==> config.mk <==
export PLATFORM = sky130hd
export DESIGN_NAME = fps_host
export DESIGN_NICKNAME = d
export VERILOG_FILES = /design/src/rtl/fps_pkg.sv /design/src/rtl/fps_bus_cycle.sv /design/src/rtl/fps_host.sv
export VERILOG_INCLUDE_DIRS = /design/src /design/src/rtl
export SDC_FILE = /design/constraint.sdc
export NUM_CORES = 1
export LEC_CHECK = 0
export BUFFER_PORTS_ARGS = -buffer_cell sky130_fd_sc_hd__buf_4
export CORE_MARGIN = 3
export CORE_UTILIZATION = 55
export DETAILED_ROUTE_END_ITERATION = 6
export PLACE_DENSITY = 0.77
export SLEW_MARGIN = 10
export SYNTH_ARGS = -nofsm -noshare
export SYNTH_HDL_FRONTEND = slang
export SYNTH_SLANG_ARGS = --single-unit
==> constraint.sdc <==
create_clock -name pclk -period 3 [get_ports pclk]
set_clock_uncertainty 0.05 [all_clocks]
set_input_delay 0.6 -clock pclk [delete_from_list [all_inputs] [get_ports pclk]]
set_output_delay 0.6 -clock pclk [all_outputs]
set_load 0.01 [all_outputs]
==> src/rtl/fps_consts.svh <==
// offsets, field positions, command codes and timing counts of the flash sequencer host
`ifndef FPS_CONSTS_SVH
`define FPS_CONSTS_SVH
// ---------------------------------------------------------------
// apb register offsets and fields
// ---------------------------------------------------------------
`define FPS_REG_CTRL      8'h00
`define FPS_REG_ADDR      8'h04
`define FPS_REG_WDATA     8'h08
`define FPS_REG_STATUS    8'h0C
`define FPS_CTRL_GO       0
`define FPS_CTRL_CMD_LO   1
`define FPS_CTRL_CMD_HI   3
`define FPS_CTRL_BYTE     4
`define FPS_ST_BUSY       0
`define FPS_ST_WINDOW     1
`define FPS_ST_FAIL       2
`define FPS_ST_REFUSED    3
`define FPS_ST_RDY        4
`define FPS_ST_ETIMER     5
`define FPS_ST_DATA_LO    16
// ---------------------------------------------------------------
// flash command codes and addresses
// ---------------------------------------------------------------
`define FPS_D_UNLOCK1     8'hAA
`define FPS_D_UNLOCK2     8'h55
`define FPS_D_PROGRAM     8'hA0
`define FPS_D_ERASE       8'h80
`define FPS_D_CHIP        8'h10
`define FPS_D_SECTOR      8'h30
`define FPS_D_RESET       8'hF0
`define FPS_A_UNLOCK1_W   19'h00555
`define FPS_A_UNLOCK2_W   19'h002AA
`define FPS_A_UNLOCK1_B   19'h00AAA
`define FPS_A_UNLOCK2_B   19'h00555
`define FPS_SA_LO_W       12
`define FPS_DQ_TIMER      3
`define FPS_DQ_TIMEOUT    5
`define FPS_DQ_TOGGLE     6
// ---------------------------------------------------------------
// timing
// ---------------------------------------------------------------
`define FPS_CLK_NS        8
`define FPS_SYNC_STAGES   2
`define FPS_T_AS_NS       16
`define FPS_T_WP_NS       35
`define FPS_T_DH_NS       16
`define FPS_T_ACC_NS      100
`define FPS_T_DF_NS       30
`define FPS_T_RP_NS       500
`define FPS_T_RH_NS       50
`define FPS_T_WINDOW_US   50
`define FPS_NS_UP(ns)     (((ns) + `FPS_CLK_NS - 1) / `FPS_CLK_NS)
`define FPS_WINDOW_CYC    ((`FPS_T_WINDOW_US * 1000) / `FPS_CLK_NS)
`endif

==> src/rtl/fps_pkg.sv <==
// types shared by the flash sequencer host
package fps_pkg;
  typedef enum logic [2:0] {
    FPS_CMD_PROGRAM,
    FPS_CMD_CHIP_ERASE,
    FPS_CMD_SECTOR_ERASE,
    FPS_CMD_ADD_SECTOR,
    FPS_CMD_RESET,
    FPS_CMD_READ,
    FPS_CMD_HW_RESET
  } fps_cmd_t;

  typedef enum {
    FPS_ST_IDLE,
    FPS_ST_SEQ,
    FPS_ST_WINDOW,
    FPS_ST_POLL1,
    FPS_ST_POLL2,
    FPS_ST_RST_PIN,
    FPS_ST_RST_WAIT
  } fps_state_t;

  typedef enum {
    FPS_PH_IDLE,
    FPS_PH_SETUP,
    FPS_PH_STROBE,
    FPS_PH_HOLD
  } fps_phase_t;

  typedef struct packed {
    logic        wr;
    logic [18:0] addr;
    logic [15:0] data;
  } fps_cycle_t;

  typedef struct packed {
    logic        ce_n;
    logic        we_n;
    logic        oe_n;
    logic [17:0] addr;
    logic [15:0] dq_out;
    logic [15:0] dq_oe;
  } fps_pins_t;
endpackage : fps_pkg

==> src/rtl/fps_bus_cycle.sv <==
// one flash bus cycle, write or read, on the parallel pins
`include "fps_consts.svh"
`timescale 1ns/1ps
`default_nettype none
module fps_bus_cycle #(
  parameter int unsigned CNT_W = 8
) (
  // clock and reset
  input  wire logic                  pclk,
  input  wire logic                  presetn,
  // request and answer
  input  wire logic                  req,
  input  wire fps_pkg::fps_cycle_t   cyc,
  input  wire logic                  byte_mode,
  input  wire logic                  abort,
  output logic                       done,
  output logic [15:0]                rdata,
  // flash pins
  output fps_pkg::fps_pins_t         pins,
  input  wire logic [15:0]           dq_in
);
  import fps_pkg::*;

  localparam logic [CNT_W-1:0] AS_CYC  = CNT_W'(`FPS_NS_UP(`FPS_T_AS_NS) - 1);
  localparam logic [CNT_W-1:0] WP_CYC  = CNT_W'(`FPS_NS_UP(`FPS_T_WP_NS) - 1);
  localparam logic [CNT_W-1:0] DH_CYC  = CNT_W'(`FPS_NS_UP(`FPS_T_DH_NS) - 1);
  localparam logic [CNT_W-1:0] ACC_CYC =
    CNT_W'(`FPS_NS_UP(`FPS_T_ACC_NS) + `FPS_SYNC_STAGES - 1);
  localparam logic [CNT_W-1:0] DF_CYC  = CNT_W'(`FPS_NS_UP(`FPS_T_DF_NS) - 1);

  fps_phase_t       phase_reg;
  logic [CNT_W-1:0] cnt_reg;
  logic             wr_reg;
  logic [15:0]      dq_meta_reg;
  logic [15:0]      dq_sync_reg;

  wire              cnt_zero = (cnt_reg == '0);
  // in byte mode dq15 is the lowest address line and stays driven
  wire [15:0]       idle_oe  = byte_mode ? 16'h8000 : 16'h0000;

  always_ff @(posedge pclk or negedge presetn) begin
    if (!presetn) begin
      dq_meta_reg <= 16'h0000;
      dq_sync_reg <= 16'h0000;
    end else begin
      dq_meta_reg <= dq_in;
      dq_sync_reg <= dq_meta_reg;
    end
  end

  always_ff @(posedge pclk or negedge presetn) begin
    if (!presetn) begin
      phase_reg <= FPS_PH_IDLE;
      cnt_reg   <= '0;
      wr_reg    <= 1'b0;
      done      <= 1'b0;
      rdata     <= 16'h0000;
      pins      <= '{ce_n: 1'b1, we_n: 1'b1, oe_n: 1'b1, default: '0};
    end else begin
      done <= 1'b0;
      if (abort) begin
        phase_reg  <= FPS_PH_IDLE;
        pins.ce_n  <= 1'b1;
        pins.we_n  <= 1'b1;
        pins.oe_n  <= 1'b1;
        pins.dq_oe <= idle_oe;
      end else begin
        case (phase_reg)
          FPS_PH_IDLE: if (req) begin
            // address settles before the strobe falls, data before it rises
            phase_reg   <= FPS_PH_SETUP;
            cnt_reg     <= AS_CYC;
            wr_reg      <= cyc.wr;
            pins.addr   <= byte_mode ? cyc.addr[18:1] : cyc.addr[17:0];
            pins.dq_out <= byte_mode ? {cyc.addr[0], 7'h00, cyc.data[7:0]} : cyc.data;
            pins.dq_oe  <= cyc.wr ? 16'hFFFF : idle_oe;
          end
          FPS_PH_SETUP: if (cnt_zero) begin
            phase_reg <= FPS_PH_STROBE;
            cnt_reg   <= wr_reg ? WP_CYC : ACC_CYC;
            pins.ce_n <= 1'b0;
            pins.we_n <= ~wr_reg;
            pins.oe_n <= wr_reg;
          end else begin
            cnt_reg <= cnt_reg - 1'b1;
          end
          FPS_PH_STROBE: if (cnt_zero) begin
            // both strobes rise together; data held on through the hold phase
            phase_reg <= FPS_PH_HOLD;
            cnt_reg   <= wr_reg ? DH_CYC : DF_CYC;
            pins.ce_n <= 1'b1;
            pins.we_n <= 1'b1;
            pins.oe_n <= 1'b1;
            if (!wr_reg) begin
              rdata <= byte_mode ? {8'h00, dq_sync_reg[7:0]} : dq_sync_reg;
            end
          end else begin
            cnt_reg <= cnt_reg - 1'b1;
          end
          FPS_PH_HOLD: if (cnt_zero) begin
            phase_reg  <= FPS_PH_IDLE;
            done       <= 1'b1;
            pins.dq_oe <= idle_oe;
          end else begin
            cnt_reg <= cnt_reg - 1'b1;
          end
          default: phase_reg <= FPS_PH_IDLE;
        endcase
      end
    end
  end
endmodule : fps_bus_cycle
`default_nettype wire

==> src/rtl/fps_host.sv <==
// host controller that drives program and erase sequences into a parallel nor flash
//
// The address map and the APB register port were decided locally.
`include "fps_consts.svh"
`timescale 1ns/1ps
`default_nettype none
module fps_host #(
  parameter int unsigned ADDR_W     = 8,
  parameter int unsigned WINDOW_CYC = `FPS_WINDOW_CYC
) (
  // clock and reset
  input  wire logic              pclk,
  input  wire logic              presetn,
  // apb slave
  input  wire logic              psel,
  input  wire logic              penable,
  input  wire logic              pwrite,
  input  wire logic [ADDR_W-1:0] paddr,
  input  wire logic [31:0]       pwdata,
  output logic [31:0]            prdata,
  output logic                   pready,
  output logic                   pslverr,
  // flash pins
  output logic                   flash_ce_n,
  output logic                   flash_we_n,
  output logic                   flash_oe_n,
  output logic [17:0]            flash_addr,
  output logic [15:0]            flash_dq_out,
  output logic [15:0]            flash_dq_oe,
  input  wire logic [15:0]       flash_dq_in,
  output logic                   flash_byte_n,
  output logic                   flash_reset_n,
  input  wire logic              flash_ready_busy_n
);
  import fps_pkg::*;

  localparam int unsigned TW = $clog2(WINDOW_CYC + 1);
  localparam logic [TW-1:0] WIN_LAST = TW'(WINDOW_CYC - 1);
  localparam logic [TW-1:0] RP_LAST  = TW'(`FPS_NS_UP(`FPS_T_RP_NS) - 1);
  localparam logic [TW-1:0] RH_LAST  = TW'(`FPS_NS_UP(`FPS_T_RH_NS) - 1);

  // ---------------------------------------------------------------
  // sequence tables
  // ---------------------------------------------------------------
  function automatic logic [18:0] sector_addr(logic [18:0] a, logic bm);
    logic [18:0] m;
    // only the top sector bits survive so any in-sector address works
    m = bm ? (19'h7FFFF << (`FPS_SA_LO_W + 1)) : (19'h3FFFF << `FPS_SA_LO_W);
    return a & m;
  endfunction : sector_addr

  function automatic logic [2:0] seq_last(fps_cmd_t c);
    case (c)
      FPS_CMD_PROGRAM:      return 3'd3;
      FPS_CMD_CHIP_ERASE,
      FPS_CMD_SECTOR_ERASE: return 3'd5;
      default:              return 3'd0;
    endcase
  endfunction : seq_last

  function automatic fps_cycle_t seq_cycle(fps_cmd_t c, logic [2:0] s, logic bm,
                                           logic [18:0] a, logic [15:0] d);
    logic [18:0] u1;
    logic [18:0] u2;
    fps_cycle_t  r;
    u1 = bm ? `FPS_A_UNLOCK1_B : `FPS_A_UNLOCK1_W;
    u2 = bm ? `FPS_A_UNLOCK2_B : `FPS_A_UNLOCK2_W;
    r  = '{wr: 1'b1, addr: u1, data: {8'h00, `FPS_D_UNLOCK1}};
    case (c)
      FPS_CMD_ADD_SECTOR: r = '{wr: 1'b1, addr: sector_addr(a, bm),
                                data: {8'h00, `FPS_D_SECTOR}};
      FPS_CMD_RESET:      r = '{wr: 1'b1, addr: 19'h00000,
                                data: {8'h00, `FPS_D_RESET}};
      FPS_CMD_READ:       r = '{wr: 1'b0, addr: a, data: 16'h0000};
      default: begin
        case (s)
          3'd1, 3'd4: r.addr = u2;
          default:    r.addr = u1;
        endcase
        case (s)
          3'd1, 3'd4: r.data = {8'h00, `FPS_D_UNLOCK2};
          3'd2: r.data = {8'h00, (c == FPS_CMD_PROGRAM) ? `FPS_D_PROGRAM : `FPS_D_ERASE};
          3'd3: if (c == FPS_CMD_PROGRAM) begin
            // any address in any sector; zero bits are never raised here
            r.addr = a;
            r.data = d;
          end
          3'd5: if (c == FPS_CMD_SECTOR_ERASE) begin
            r.addr = sector_addr(a, bm);
            r.data = {8'h00, `FPS_D_SECTOR};
          end else begin
            r.data = {8'h00, `FPS_D_CHIP};
          end
          default: ;
        endcase
      end
    endcase
    return r;
  endfunction : seq_cycle

  // ---------------------------------------------------------------
  // state
  // ---------------------------------------------------------------
  fps_state_t  state_reg;
  fps_cmd_t    cmd_reg;
  logic [2:0]  step_reg;
  logic [TW-1:0] timer_reg;
  logic        dq5_seen_reg;
  logic        fail_reg;
  logic        refused_reg;
  logic [15:0] last_read_reg;
  logic [18:0] addr_reg;
  logic [15:0] wdata_reg;
  logic        req_reg;
  fps_cycle_t  cyc_reg;
  logic        rdy_meta_reg;
  logic        rdy_sync_reg;
  logic        cyc_done;
  logic [15:0] cyc_rdata;
  fps_pins_t   pins;

  // ---------------------------------------------------------------
  // apb decode
  // ---------------------------------------------------------------
  wire         access    = psel & penable & ~pready;
  wire         wr_en     = psel & penable & pready & pwrite;
  wire         sel_ctrl  = (paddr == ADDR_W'(`FPS_REG_CTRL));
  wire         sel_addr  = (paddr == ADDR_W'(`FPS_REG_ADDR));
  wire         sel_wdata = (paddr == ADDR_W'(`FPS_REG_WDATA));
  wire         sel_stat  = (paddr == ADDR_W'(`FPS_REG_STATUS));
  wire         mapped    = sel_ctrl | sel_addr | sel_wdata | sel_stat;
  wire         go        = wr_en & sel_ctrl & pwdata[`FPS_CTRL_GO];
  wire fps_cmd_t go_cmd  = fps_cmd_t'(pwdata[`FPS_CTRL_CMD_HI:`FPS_CTRL_CMD_LO]);
  wire         idle      = (state_reg == FPS_ST_IDLE);
  wire         in_window = (state_reg == FPS_ST_WINDOW);
  wire         byte_mode = ~flash_byte_n;
  wire         hw_reset  = go & (go_cmd == FPS_CMD_HW_RESET);
  // busy device ignores writes, so anything but the window follow-ups and the pin reset is refused
  wire         accept    = (idle & (go_cmd <= FPS_CMD_READ) & (go_cmd != FPS_CMD_ADD_SECTOR))
                         | (in_window & ((go_cmd == FPS_CMD_ADD_SECTOR)
                                        | (go_cmd == FPS_CMD_RESET)));
  wire         refuse    = go & ~accept & ~hw_reset;
  wire         toggling  = cyc_rdata[`FPS_DQ_TOGGLE] != last_read_reg[`FPS_DQ_TOGGLE];
  wire         poll_end  = (state_reg == FPS_ST_POLL2) & cyc_done;
  wire         fail_set  = poll_end & toggling & dq5_seen_reg;
  wire         clr_wr    = wr_en & sel_stat;
  wire fps_cycle_t rd_cycle = '{wr: 1'b0, addr: addr_reg, data: 16'h0000};
  wire [31:0]  status_word = {last_read_reg, 10'h0,
                              last_read_reg[`FPS_DQ_TIMER], rdy_sync_reg,
                              refused_reg, fail_reg, in_window, ~idle};
  wire [31:0]  rd_word   = sel_ctrl  ? {27'h0, byte_mode, 4'h0} :
                           sel_addr  ? {13'h0, addr_reg} :
                           sel_wdata ? {16'h0000, wdata_reg} :
                           sel_stat  ? status_word : 32'h00000000;

  // ---------------------------------------------------------------
  // apb registers
  // ---------------------------------------------------------------
  always_ff @(posedge pclk or negedge presetn) begin
    if (!presetn) begin
      pready  <= 1'b0;
      pslverr <= 1'b0;
      prdata  <= 32'h00000000;
    end else begin
      pready  <= access;
      pslverr <= access & ~mapped;
      prdata  <= access ? rd_word : 32'h00000000;
    end
  end

  always_ff @(posedge pclk or negedge presetn) begin
    if (!presetn) begin
      addr_reg     <= 19'h00000;
      wdata_reg    <= 16'h0000;
      flash_byte_n <= 1'b1;
    end else begin
      if (wr_en & sel_addr) addr_reg <= pwdata[18:0];
      if (wr_en & sel_wdata) wdata_reg <= pwdata[15:0];
      // width only changes between operations
      if (wr_en & sel_ctrl & idle) flash_byte_n <= ~pwdata[`FPS_CTRL_BYTE];
    end
  end

  // sticky flags: a new event wins over a clear in the same cycle
  always_ff @(posedge pclk or negedge presetn) begin
    if (!presetn) begin
      fail_reg     <= 1'b0;
      refused_reg  <= 1'b0;
      rdy_meta_reg <= 1'b1;
      rdy_sync_reg <= 1'b1;
    end else begin
      fail_reg     <= fail_set | (fail_reg & ~(clr_wr & pwdata[`FPS_ST_FAIL]));
      refused_reg  <= refuse | (refused_reg & ~(clr_wr & pwdata[`FPS_ST_REFUSED]));
      rdy_meta_reg <= flash_ready_busy_n;
      rdy_sync_reg <= rdy_meta_reg;
    end
  end

  always_ff @(posedge pclk or negedge presetn) begin
    if (!presetn) begin
      last_read_reg <= 16'h0000;
    end else if (cyc_done & ~cyc_reg.wr) begin
      last_read_reg <= cyc_rdata;
    end
  end

  // ---------------------------------------------------------------
  // sequencer
  // ---------------------------------------------------------------
  always_ff @(posedge pclk or negedge presetn) begin
    if (!presetn) begin
      state_reg     <= FPS_ST_IDLE;
      cmd_reg       <= FPS_CMD_PROGRAM;
      step_reg      <= 3'd0;
      timer_reg     <= '0;
      dq5_seen_reg  <= 1'b0;
      req_reg       <= 1'b0;
      cyc_reg       <= '0;
      flash_reset_n <= 1'b1;
    end else begin
      req_reg <= 1'b0;
      if (hw_reset) begin
        // reset pin ends whatever runs; software reissues the sequence
        state_reg     <= FPS_ST_RST_PIN;
        flash_reset_n <= 1'b0;
        timer_reg     <= RP_LAST;
      end else if (go & accept) begin
        cmd_reg      <= go_cmd;
        step_reg     <= 3'd0;
        dq5_seen_reg <= 1'b0;
        req_reg      <= 1'b1;
        cyc_reg      <= seq_cycle(go_cmd, 3'd0, byte_mode, addr_reg, wdata_reg);
        state_reg    <= FPS_ST_SEQ;
      end else begin
        case (state_reg)
          FPS_ST_SEQ: if (cyc_done) begin
            if (step_reg != seq_last(cmd_reg)) begin
              step_reg <= step_reg + 3'd1;
              req_reg  <= 1'b1;
              cyc_reg  <= seq_cycle(cmd_reg, step_reg + 3'd1, byte_mode, addr_reg, wdata_reg);
            end else if (cmd_reg == FPS_CMD_PROGRAM || cmd_reg == FPS_CMD_CHIP_ERASE) begin
              // device runs its own pulses; only status polling from here
              state_reg <= FPS_ST_POLL1;
              req_reg   <= 1'b1;
              cyc_reg   <= rd_cycle;
            end else if (cmd_reg == FPS_CMD_SECTOR_ERASE || cmd_reg == FPS_CMD_ADD_SECTOR) begin
              // window restarts at the end of every sector write
              state_reg <= FPS_ST_WINDOW;
              timer_reg <= WIN_LAST;
            end else begin
              state_reg <= FPS_ST_IDLE;
            end
          end
          FPS_ST_WINDOW: if (timer_reg == '0) begin
            state_reg <= FPS_ST_POLL1;
            req_reg   <= 1'b1;
            cyc_reg   <= rd_cycle;
          end else begin
            timer_reg <= timer_reg - 1'b1;
          end
          FPS_ST_POLL1: if (cyc_done) begin
            state_reg <= FPS_ST_POLL2;
            req_reg   <= 1'b1;
            cyc_reg   <= rd_cycle;
          end
          FPS_ST_POLL2: if (cyc_done) begin
            if (!toggling) begin
              // toggle stopped: the device is back in array read
              state_reg <= FPS_ST_IDLE;
            end else if (dq5_seen_reg) begin
              // still toggling after timeout flag: force array read
              cmd_reg  <= FPS_CMD_RESET;
              step_reg <= 3'd0;
              state_reg <= FPS_ST_SEQ;
              req_reg  <= 1'b1;
              cyc_reg  <= seq_cycle(FPS_CMD_RESET, 3'd0, byte_mode, addr_reg, wdata_reg);
            end else begin
              dq5_seen_reg <= cyc_rdata[`FPS_DQ_TIMEOUT];
              req_reg      <= 1'b1;
              cyc_reg      <= rd_cycle;
            end
          end
          FPS_ST_RST_PIN: if (timer_reg == '0) begin
            flash_reset_n <= 1'b1;
            timer_reg     <= RH_LAST;
            state_reg     <= FPS_ST_RST_WAIT;
          end else begin
            timer_reg <= timer_reg - 1'b1;
          end
          FPS_ST_RST_WAIT: if (timer_reg == '0) begin
            state_reg <= FPS_ST_IDLE;
          end else begin
            timer_reg <= timer_reg - 1'b1;
          end
          default: state_reg <= FPS_ST_IDLE;
        endcase
      end
    end
  end

  // ---------------------------------------------------------------
  // pin engine
  // ---------------------------------------------------------------
  fps_bus_cycle #(
    .CNT_W (8)
  ) u_cycle (
    .pclk      (pclk),
    .presetn   (presetn),
    .req       (req_reg),
    .cyc       (cyc_reg),
    .byte_mode (byte_mode),
    .abort     (hw_reset),
    .done      (cyc_done),
    .rdata     (cyc_rdata),
    .pins      (pins),
    .dq_in     (flash_dq_in)
  );

  assign flash_ce_n   = pins.ce_n;
  assign flash_we_n   = pins.we_n;
  assign flash_oe_n   = pins.oe_n;
  assign flash_addr   = pins.addr;
  assign flash_dq_out = pins.dq_out;
  assign flash_dq_oe  = pins.dq_oe;
endmodule : fps_host
`default_nettype wire

# After elaboration in Yosys (flattened, before gate mapping)
# Index checks and enable logic that the tools add are counted.
[word_totals] register_bits=323 inputBits=62
[classes] n_addsub=3 n_lt_le_gt_ge=1 eq_ne=59 muxes=117 n_bitwise=45 n_reduce_logical=36
[op_table] op="32-bit 2-to-1 mux" n=21
[op_table] op="36-bit 2-to-1 mux" n=9
[op_table] op="35-bit one-hot mux with 3 select lines" n=2
[op_table] op="32-bit one-hot mux with 6 select lines" n=1
[op_table] op="36-bit one-hot mux with 4 select lines" n=1
[op_table] op="32-bit by 2-bit == test with 1-bit output (second input constant)" n=4
[op_table] op="32-bit by 3-bit == test with 1-bit output (second input constant)" n=4
[op_table] op="32-bit one-hot mux with 4 select lines" n=1
[op_table] op="13-bit 2-to-1 mux" n=9
[op_table] op="16-bit 2-to-1 mux" n=7
[op_table] op="32-bit by 1-bit == test with 1-bit output (second input constant)" n=2
[op_table] op="32-bit zero test" n=2
[op_table] op="16-bit one-hot mux with 4 select lines" n=1
[op_table] op="3-bit 2-to-1 mux" n=18
[op_table] op="13-bit one-hot mux with 3 select lines" n=1
[op_table] op="19-bit one-hot mux with 2 select lines" n=1
[op_table] op="35-bit 2-to-1 mux" n=1
[op_table] op="32-bit by 4-bit == test with 1-bit output (second input constant)" n=1
[op_table] op="8-bit 2-to-1 mux" n=4
[op_table] op="16-bit one-hot mux with 2 select lines" n=1
[op_table] op="8-bit one-hot mux with 4 select lines" n=1
[op_table] op="3-bit inequality test (second input constant)" n=9
[op_table] op="1-bit AND" n=26
[op_table] op="12-bit 2-to-1 mux" n=2
[op_table] op="other kinds (42)" n=132

# Logic depth before layout (Yosys ltp)
[depth] ltp_word=14 mapped_depth=11

# By module
# From an unflattened synthesis, not the netlist that was laid out.
[hier_totals] hier_cells=1127 area_unflattened_um2=11853.9
[modules_own_cells] mod="fps_host" n_inst=1 cells_per_inst=781 area_each_um2=7714.9 seq_area_each_um2=3783.6
[modules_own_cells] mod="fps_bus_cycle" n_inst=1 cells_per_inst=346 area_each_um2=4139.0 seq_area_each_um2=2481.1

# Least setup slack after synthesis
# Ideal clock, no wire load.
[synth_timing] kind="input -> register" from="in paddr[1]" to="reg, netlist name u_cycle.pins[17]" setup_ps=125 arrival_time_ps=2879 required_ps=2825 path_slack_ps=-53 path_stages=8 n_path_buf=3 path_cell_list="or4_4 or3_1 clkbuf_1 or4_1 buf_2 nand3_2 buf_4 mux2_2"
[synth_between] elab_chain_cells=6
[synth_rtl] item="from (decl)" line="fps_host.sv:18" source="input wire logic [ADDR_W-1:0] paddr,"
[synth_rtl] item="8-bit zero test" line="fps_host.sv:127" source="wire sel_ctrl = (paddr == ADDR_W'(`FPS_REG_CTRL));"
[synth_rtl] item="1-bit AND (2 in series)" line="fps_host.sv:132" source="wire go = wr_en & sel_ctrl & pwdata[`FPS_CTRL_GO];"
[synth_rtl] item="1-bit AND" line="fps_host.sv:137" source="wire hw_reset = go & (go_cmd == FPS_CMD_HW_RESET);"
[synth_rtl] item="1-bit NOT (no line)"
[synth_rtl] item="3-bit AND reduction (no line)"
# No other way between the ends.
# A chain may end at the register's enable or synchronous reset.

# Worst setup path after layout
[layout_timing] from="reg cmd_reg[1]" to="reg cyc_reg[27] (netlist name)"
[layout_between] elab_chain_cells=12
[layout_rtl] item="from (decl)" line="fps_host.sv:105" source="fps_cmd_t cmd_reg;"
[layout_rtl] item="from (signal assigned)" line="fps_host.sv:228" source="cmd_reg <= go_cmd;"
[layout_rtl] item="3-bit by 2-bit == test with 1-bit output or 3-bit by 1-bit == test with 1-bit output (tied branches)" line="fps_host.sv:53, fps_host.sv:88, fps_host.sv:241"
[layout_rtl] item="2-bit OR reduction" line="fps_host.sv:53" source="case (c)"
[layout_rtl] item="3-bit one-hot mux with 2 select lines" line="fps_host.sv:53"
[layout_rtl] item="3-bit 2-to-1 mux" line="fps_host.sv:236" source="FPS_ST_SEQ: if (cyc_done) begin"
[layout_rtl] item="3-bit 2-to-1 mux" line="fps_host.sv:235" source="case (state_reg)"
[layout_rtl] item="3-bit 2-to-1 mux" line="fps_host.sv:227" source="end else if (go & accept) begin"
[layout_rtl] item="3-bit 2-to-1 mux" line="fps_host.sv:222" source="if (hw_reset) begin"
[layout_rtl] item="3-bit inequality test" line="fps_host.sv:237" source="if (step_reg != seq_last(cmd_reg)) begin"
[layout_rtl] item="36-bit 2-to-1 mux" line="fps_host.sv:237"
[layout_rtl] item="36-bit 2-to-1 mux" line="fps_host.sv:236"
[layout_rtl] item="36-bit one-hot mux with 4 select lines" line="fps_host.sv:235"
[layout_rtl] item="36-bit 2-to-1 mux" line="fps_host.sv:227"
[layout_rtl] item="to (signal assigned)" line="fps_host.sv:232" source="cyc_reg <= seq_cycle(go_cmd, 3'd0, byte_mode, addr_reg, wdata_reg);"
[layout_rtl] item="to (signal assigned)" line="fps_host.sv:240" source="cyc_reg <= seq_cycle(cmd_reg, step_reg + 3'd1, byte_mode, addr_reg, wdata_reg);"
[layout_rtl] item="to (signal assigned)" line="fps_host.sv:245" source="cyc_reg <= rd_cycle;"
[layout_rtl] item="to (decl)" line="fps_host.sv:115" source="fps_cycle_t cyc_reg;"
# Several ways; a longest one is shown, not always the timed one. The select of a mux whose other input is x is not followed.

==> results_dict.tcl <==
set metrics [dict create \
    cts_made_buffers 26 \
    relSlewSlack 0.547 \
    final_cell_mix "dfrtp_1 (243), buf_4 (207), nand2_1 (159)" \
    via_count 8544 \
    tightest_slew_ns 0.663 \
    grt_pass1_vias 8483 \
    first_pass_iters 7 \
    path_cells "buf_4 -> nor3b_1 -> o21a_1 -> or3_1 -> nor3_1 -> nor2_1 -> a2111oi_0 -> buf_4 -> nor2_1" \
    dp_hpwl_um 19000 \
    core-area_um2 19700 \
    hold_path.class "in -> async" \
    insertion_delay_ns 0.54 \
    ys_ff_latch 250 \
    hold_viol_final 2 \
    synthCells 1060 \
    first_iter_violations 542 \
    cp.required_ns 3.38 \
    ys_types 77 \
    crit_family "simple AND/OR/NAND/NOR gates" \
    ys_seq_area_frac 0.561 \
    min_period_ns 2.92 \
    cts_tree "yes" \
    grt_overflow 0 \
    slowest_delay_ns 0.66 \
    vdd_ir_drop_max_mv 0.507 \
    cp.depth 9 \
    clkTransAtPathRegs_ns 0.06 \
    setup_violations 0 \
    max_freq_mhz 342 \
    place_inst 1467 \
    fillers 1470 \
    area_delta_synth_final_pct 22.6 \
    nets 1304 \
    status "finished, violations left" \
    min_period_over_period 0.975 \
    final_area_um2 13700 \
    die_w_um 149 \
    drtAntennaViolNets 0 \
    power_w 0.00817 \
    synthFlopType "dfrtp_1" \
    drive_gt1_frac 0.279 \
    synth-async-reset-ratio 1.00 \
    cp-endpoint "cyc_reg[27]$_DFFE_PN0P_" \
    r2r_end "cyc_reg[27]$_DFFE_PN0P_" \
    reg2reg_depth 9 \
    yosysWarnings 0 \
    crit_buf_inv 2 \
    grt_pass1_wl_um 43800 \
    diodes 0 \
    endpoint_kind "flip-flop" \
    place_area_um2 12800 \
    dp_slack_ns -0.227 \
    slew_viol_final 0 \
    die-area_um2 22100 \
    io_buffers 137 \
    initial_core_util 0.567 \
    crit_type "reg -> reg" \
    h-tree-depth 1 \
    power_density_nw_per_um2 597 \
    r2r_slack_ns 0.08 \
    grt_max_degree 76 \
    wl_per_cell_um 17.7 \
    crit_fanout 11 \
    max-cap-violations 0 \
    antenna_found_initial 0 \
    track_usage 0.244 \
    route.detailed.drc 0 \
    crit_start "cmd_reg[1]$_DFFE_PN0P_" \
    r2r_start "cmd_reg[1]$_DFFE_PN0P_" \
    leakage_nw 6.51 \
    cts_root_buf "clkbuf_16" \
    rsz0062_at_grt "no" \
    clock-sinks 250 \
    final_core_util 0.695 \
    stdcell_count 1515 \
    ios 151 \
    crit_path_top_delay_cell "a2111oi_0" \
    whs_ns -0.00125 \
    setup_ws_ns 0.0751 \
    cp.arrival_ns 3.31 \
    hold_buffers 0 \
    synthesis.area_um2 11200 \
    synth_edf_count 0 \
    final_common_cell "dfrtp_1" \
    die_h_um 149 \
    postSynthAreaPerCell_um2 10.5 \
    syn_nets 1134 \
    violations "hold timing" \
    largest_reg_flops 39 \
    wirelength_um 26800 \
    critPathLaunchType "flip-flop" \
    vias_per_cell 5.64 \
    row_count 51 \
    gp_congestion 0.914 \
    max-clock-path-buffers 3 \
]
## where the power goes
group / total [W] / switching, W / internal (W)
clock network: 0.00320 / 0.00133 / 0.00187
registers: 0.00371 / 0.000136 / 0.00358
logic: 0.00126 / 0.000693 / 0.000564
## per-stage QoR
| step | hold WS [ns] | setup TNS [ns] |
|---|---|---|
| finish | -0.00125 | 0 |
| global route | 0.0312 | 0 |
| CTS | 0.00609 | 0 |
| detailed placement | 0.285 | -8.76 |
| global placement | 0.283 | -5.31 |
| floorplan | 0.254 | 0 |
## worst min path at each step
stage,from,end,slack (ns),depth (start not counted)
finish,presetn,timer_reg[1]$_DFFE_PN0P_,-0.001,1
global route,presetn,timer_reg[3]$_DFFE_PN0P_,0.03,1
CTS,presetn,u_cycle.dq_meta_reg[6]$_DFF_PN0_,0.006,1
detailed placement,u_cycle.dq_meta_reg[11]$_DFF_PN0_,u_cycle.dq_sync_reg[11]$_DFF_PN0_,0.28,0
global placement,u_cycle.dq_meta_reg[10]$_DFF_PN0_,u_cycle.dq_sync_reg[10]$_DFF_PN0_,0.28,0
floorplan,presetn,addr_reg[0]$_DFFE_PN0P_,0.25,0
## synth_stat cells, drive strengths merged, types with 6 or more instances
master  instances  share of area
a211oi          8         0.0054
a21oi          56          0.025
a22o           13          0.010
a31oi           9         0.0050
and2           17         0.0095
buf            28          0.018
clkbuf         43          0.015
dfrtp         243           0.54
dfstp           7          0.016
ha             12          0.013
inv            19         0.0066
mux2           66          0.067
mux2i          26          0.023
nand2         159          0.053
nand2b         12         0.0067
nand3          20          0.010
nand4           8         0.0045
nor2           75          0.025
nor2b           8         0.0045
nor3           22          0.010
nor4           11         0.0073
o211ai          9         0.0060
o21a            6         0.0040
o21ai          94          0.042
o22ai           6         0.0034
## routing by layer
layer,GRT usage,wire [µm],share of wire,up-vias
met2,0.393,12700,0.47,274
li1,-,-,-,4073
met1,0.340,11700,0.44,4139
met4,0.0771,718,0.027,0
met5,0,0,0,-
met3,0.0433,1720,0.064,58
## kinds of logic (layout without fill, tap and decap cells)
group | Yosys count | in the layout | synth area share
AND/OR/NAND/NOR | 372 | 372 | 0.159
flip-flops | 250 | 250 | 0.561
AO/OA/AOI/OAI | 236 | 236 | 0.130
multiplexers | 93 | 93 | 0.0918
buffers and inverters | 90 | 280 | 0.0390
adder cells (fa/ha/maj) | 12 | 12 | 0.0134
XOR/XNOR | 7 | 7 | 0.00549
## final cells by class
class,count,area [µm²],share of cell area
Clock buffer,34,721,0.0526
Clock inverter,14,143,0.0104
Inverter,19,73.8,0.00539
Multi-Input combinational cell,720,4500,0.328
Sequential cell,250,6260,0.457
Tap cell,265,332,0.0242
Timing Repair Buffer,213,1670,0.122
## worst reg2reg max path: cells and delay by family, from the launching register on
family | cells | cell delay (ns)
AO/OA/AOI/OAI | 2 | 0.83
buffers and inverters | 2 | 0.42
flip-flops | 1 | 0.44
AND/OR/NAND/NOR | 5 | 1.08
## what timing repair did
item,CTS,global route
setup buffers,0,0
setup endpoints to repair,0,5
resized for setup,0,2
(Power assumes the default switching activity.)
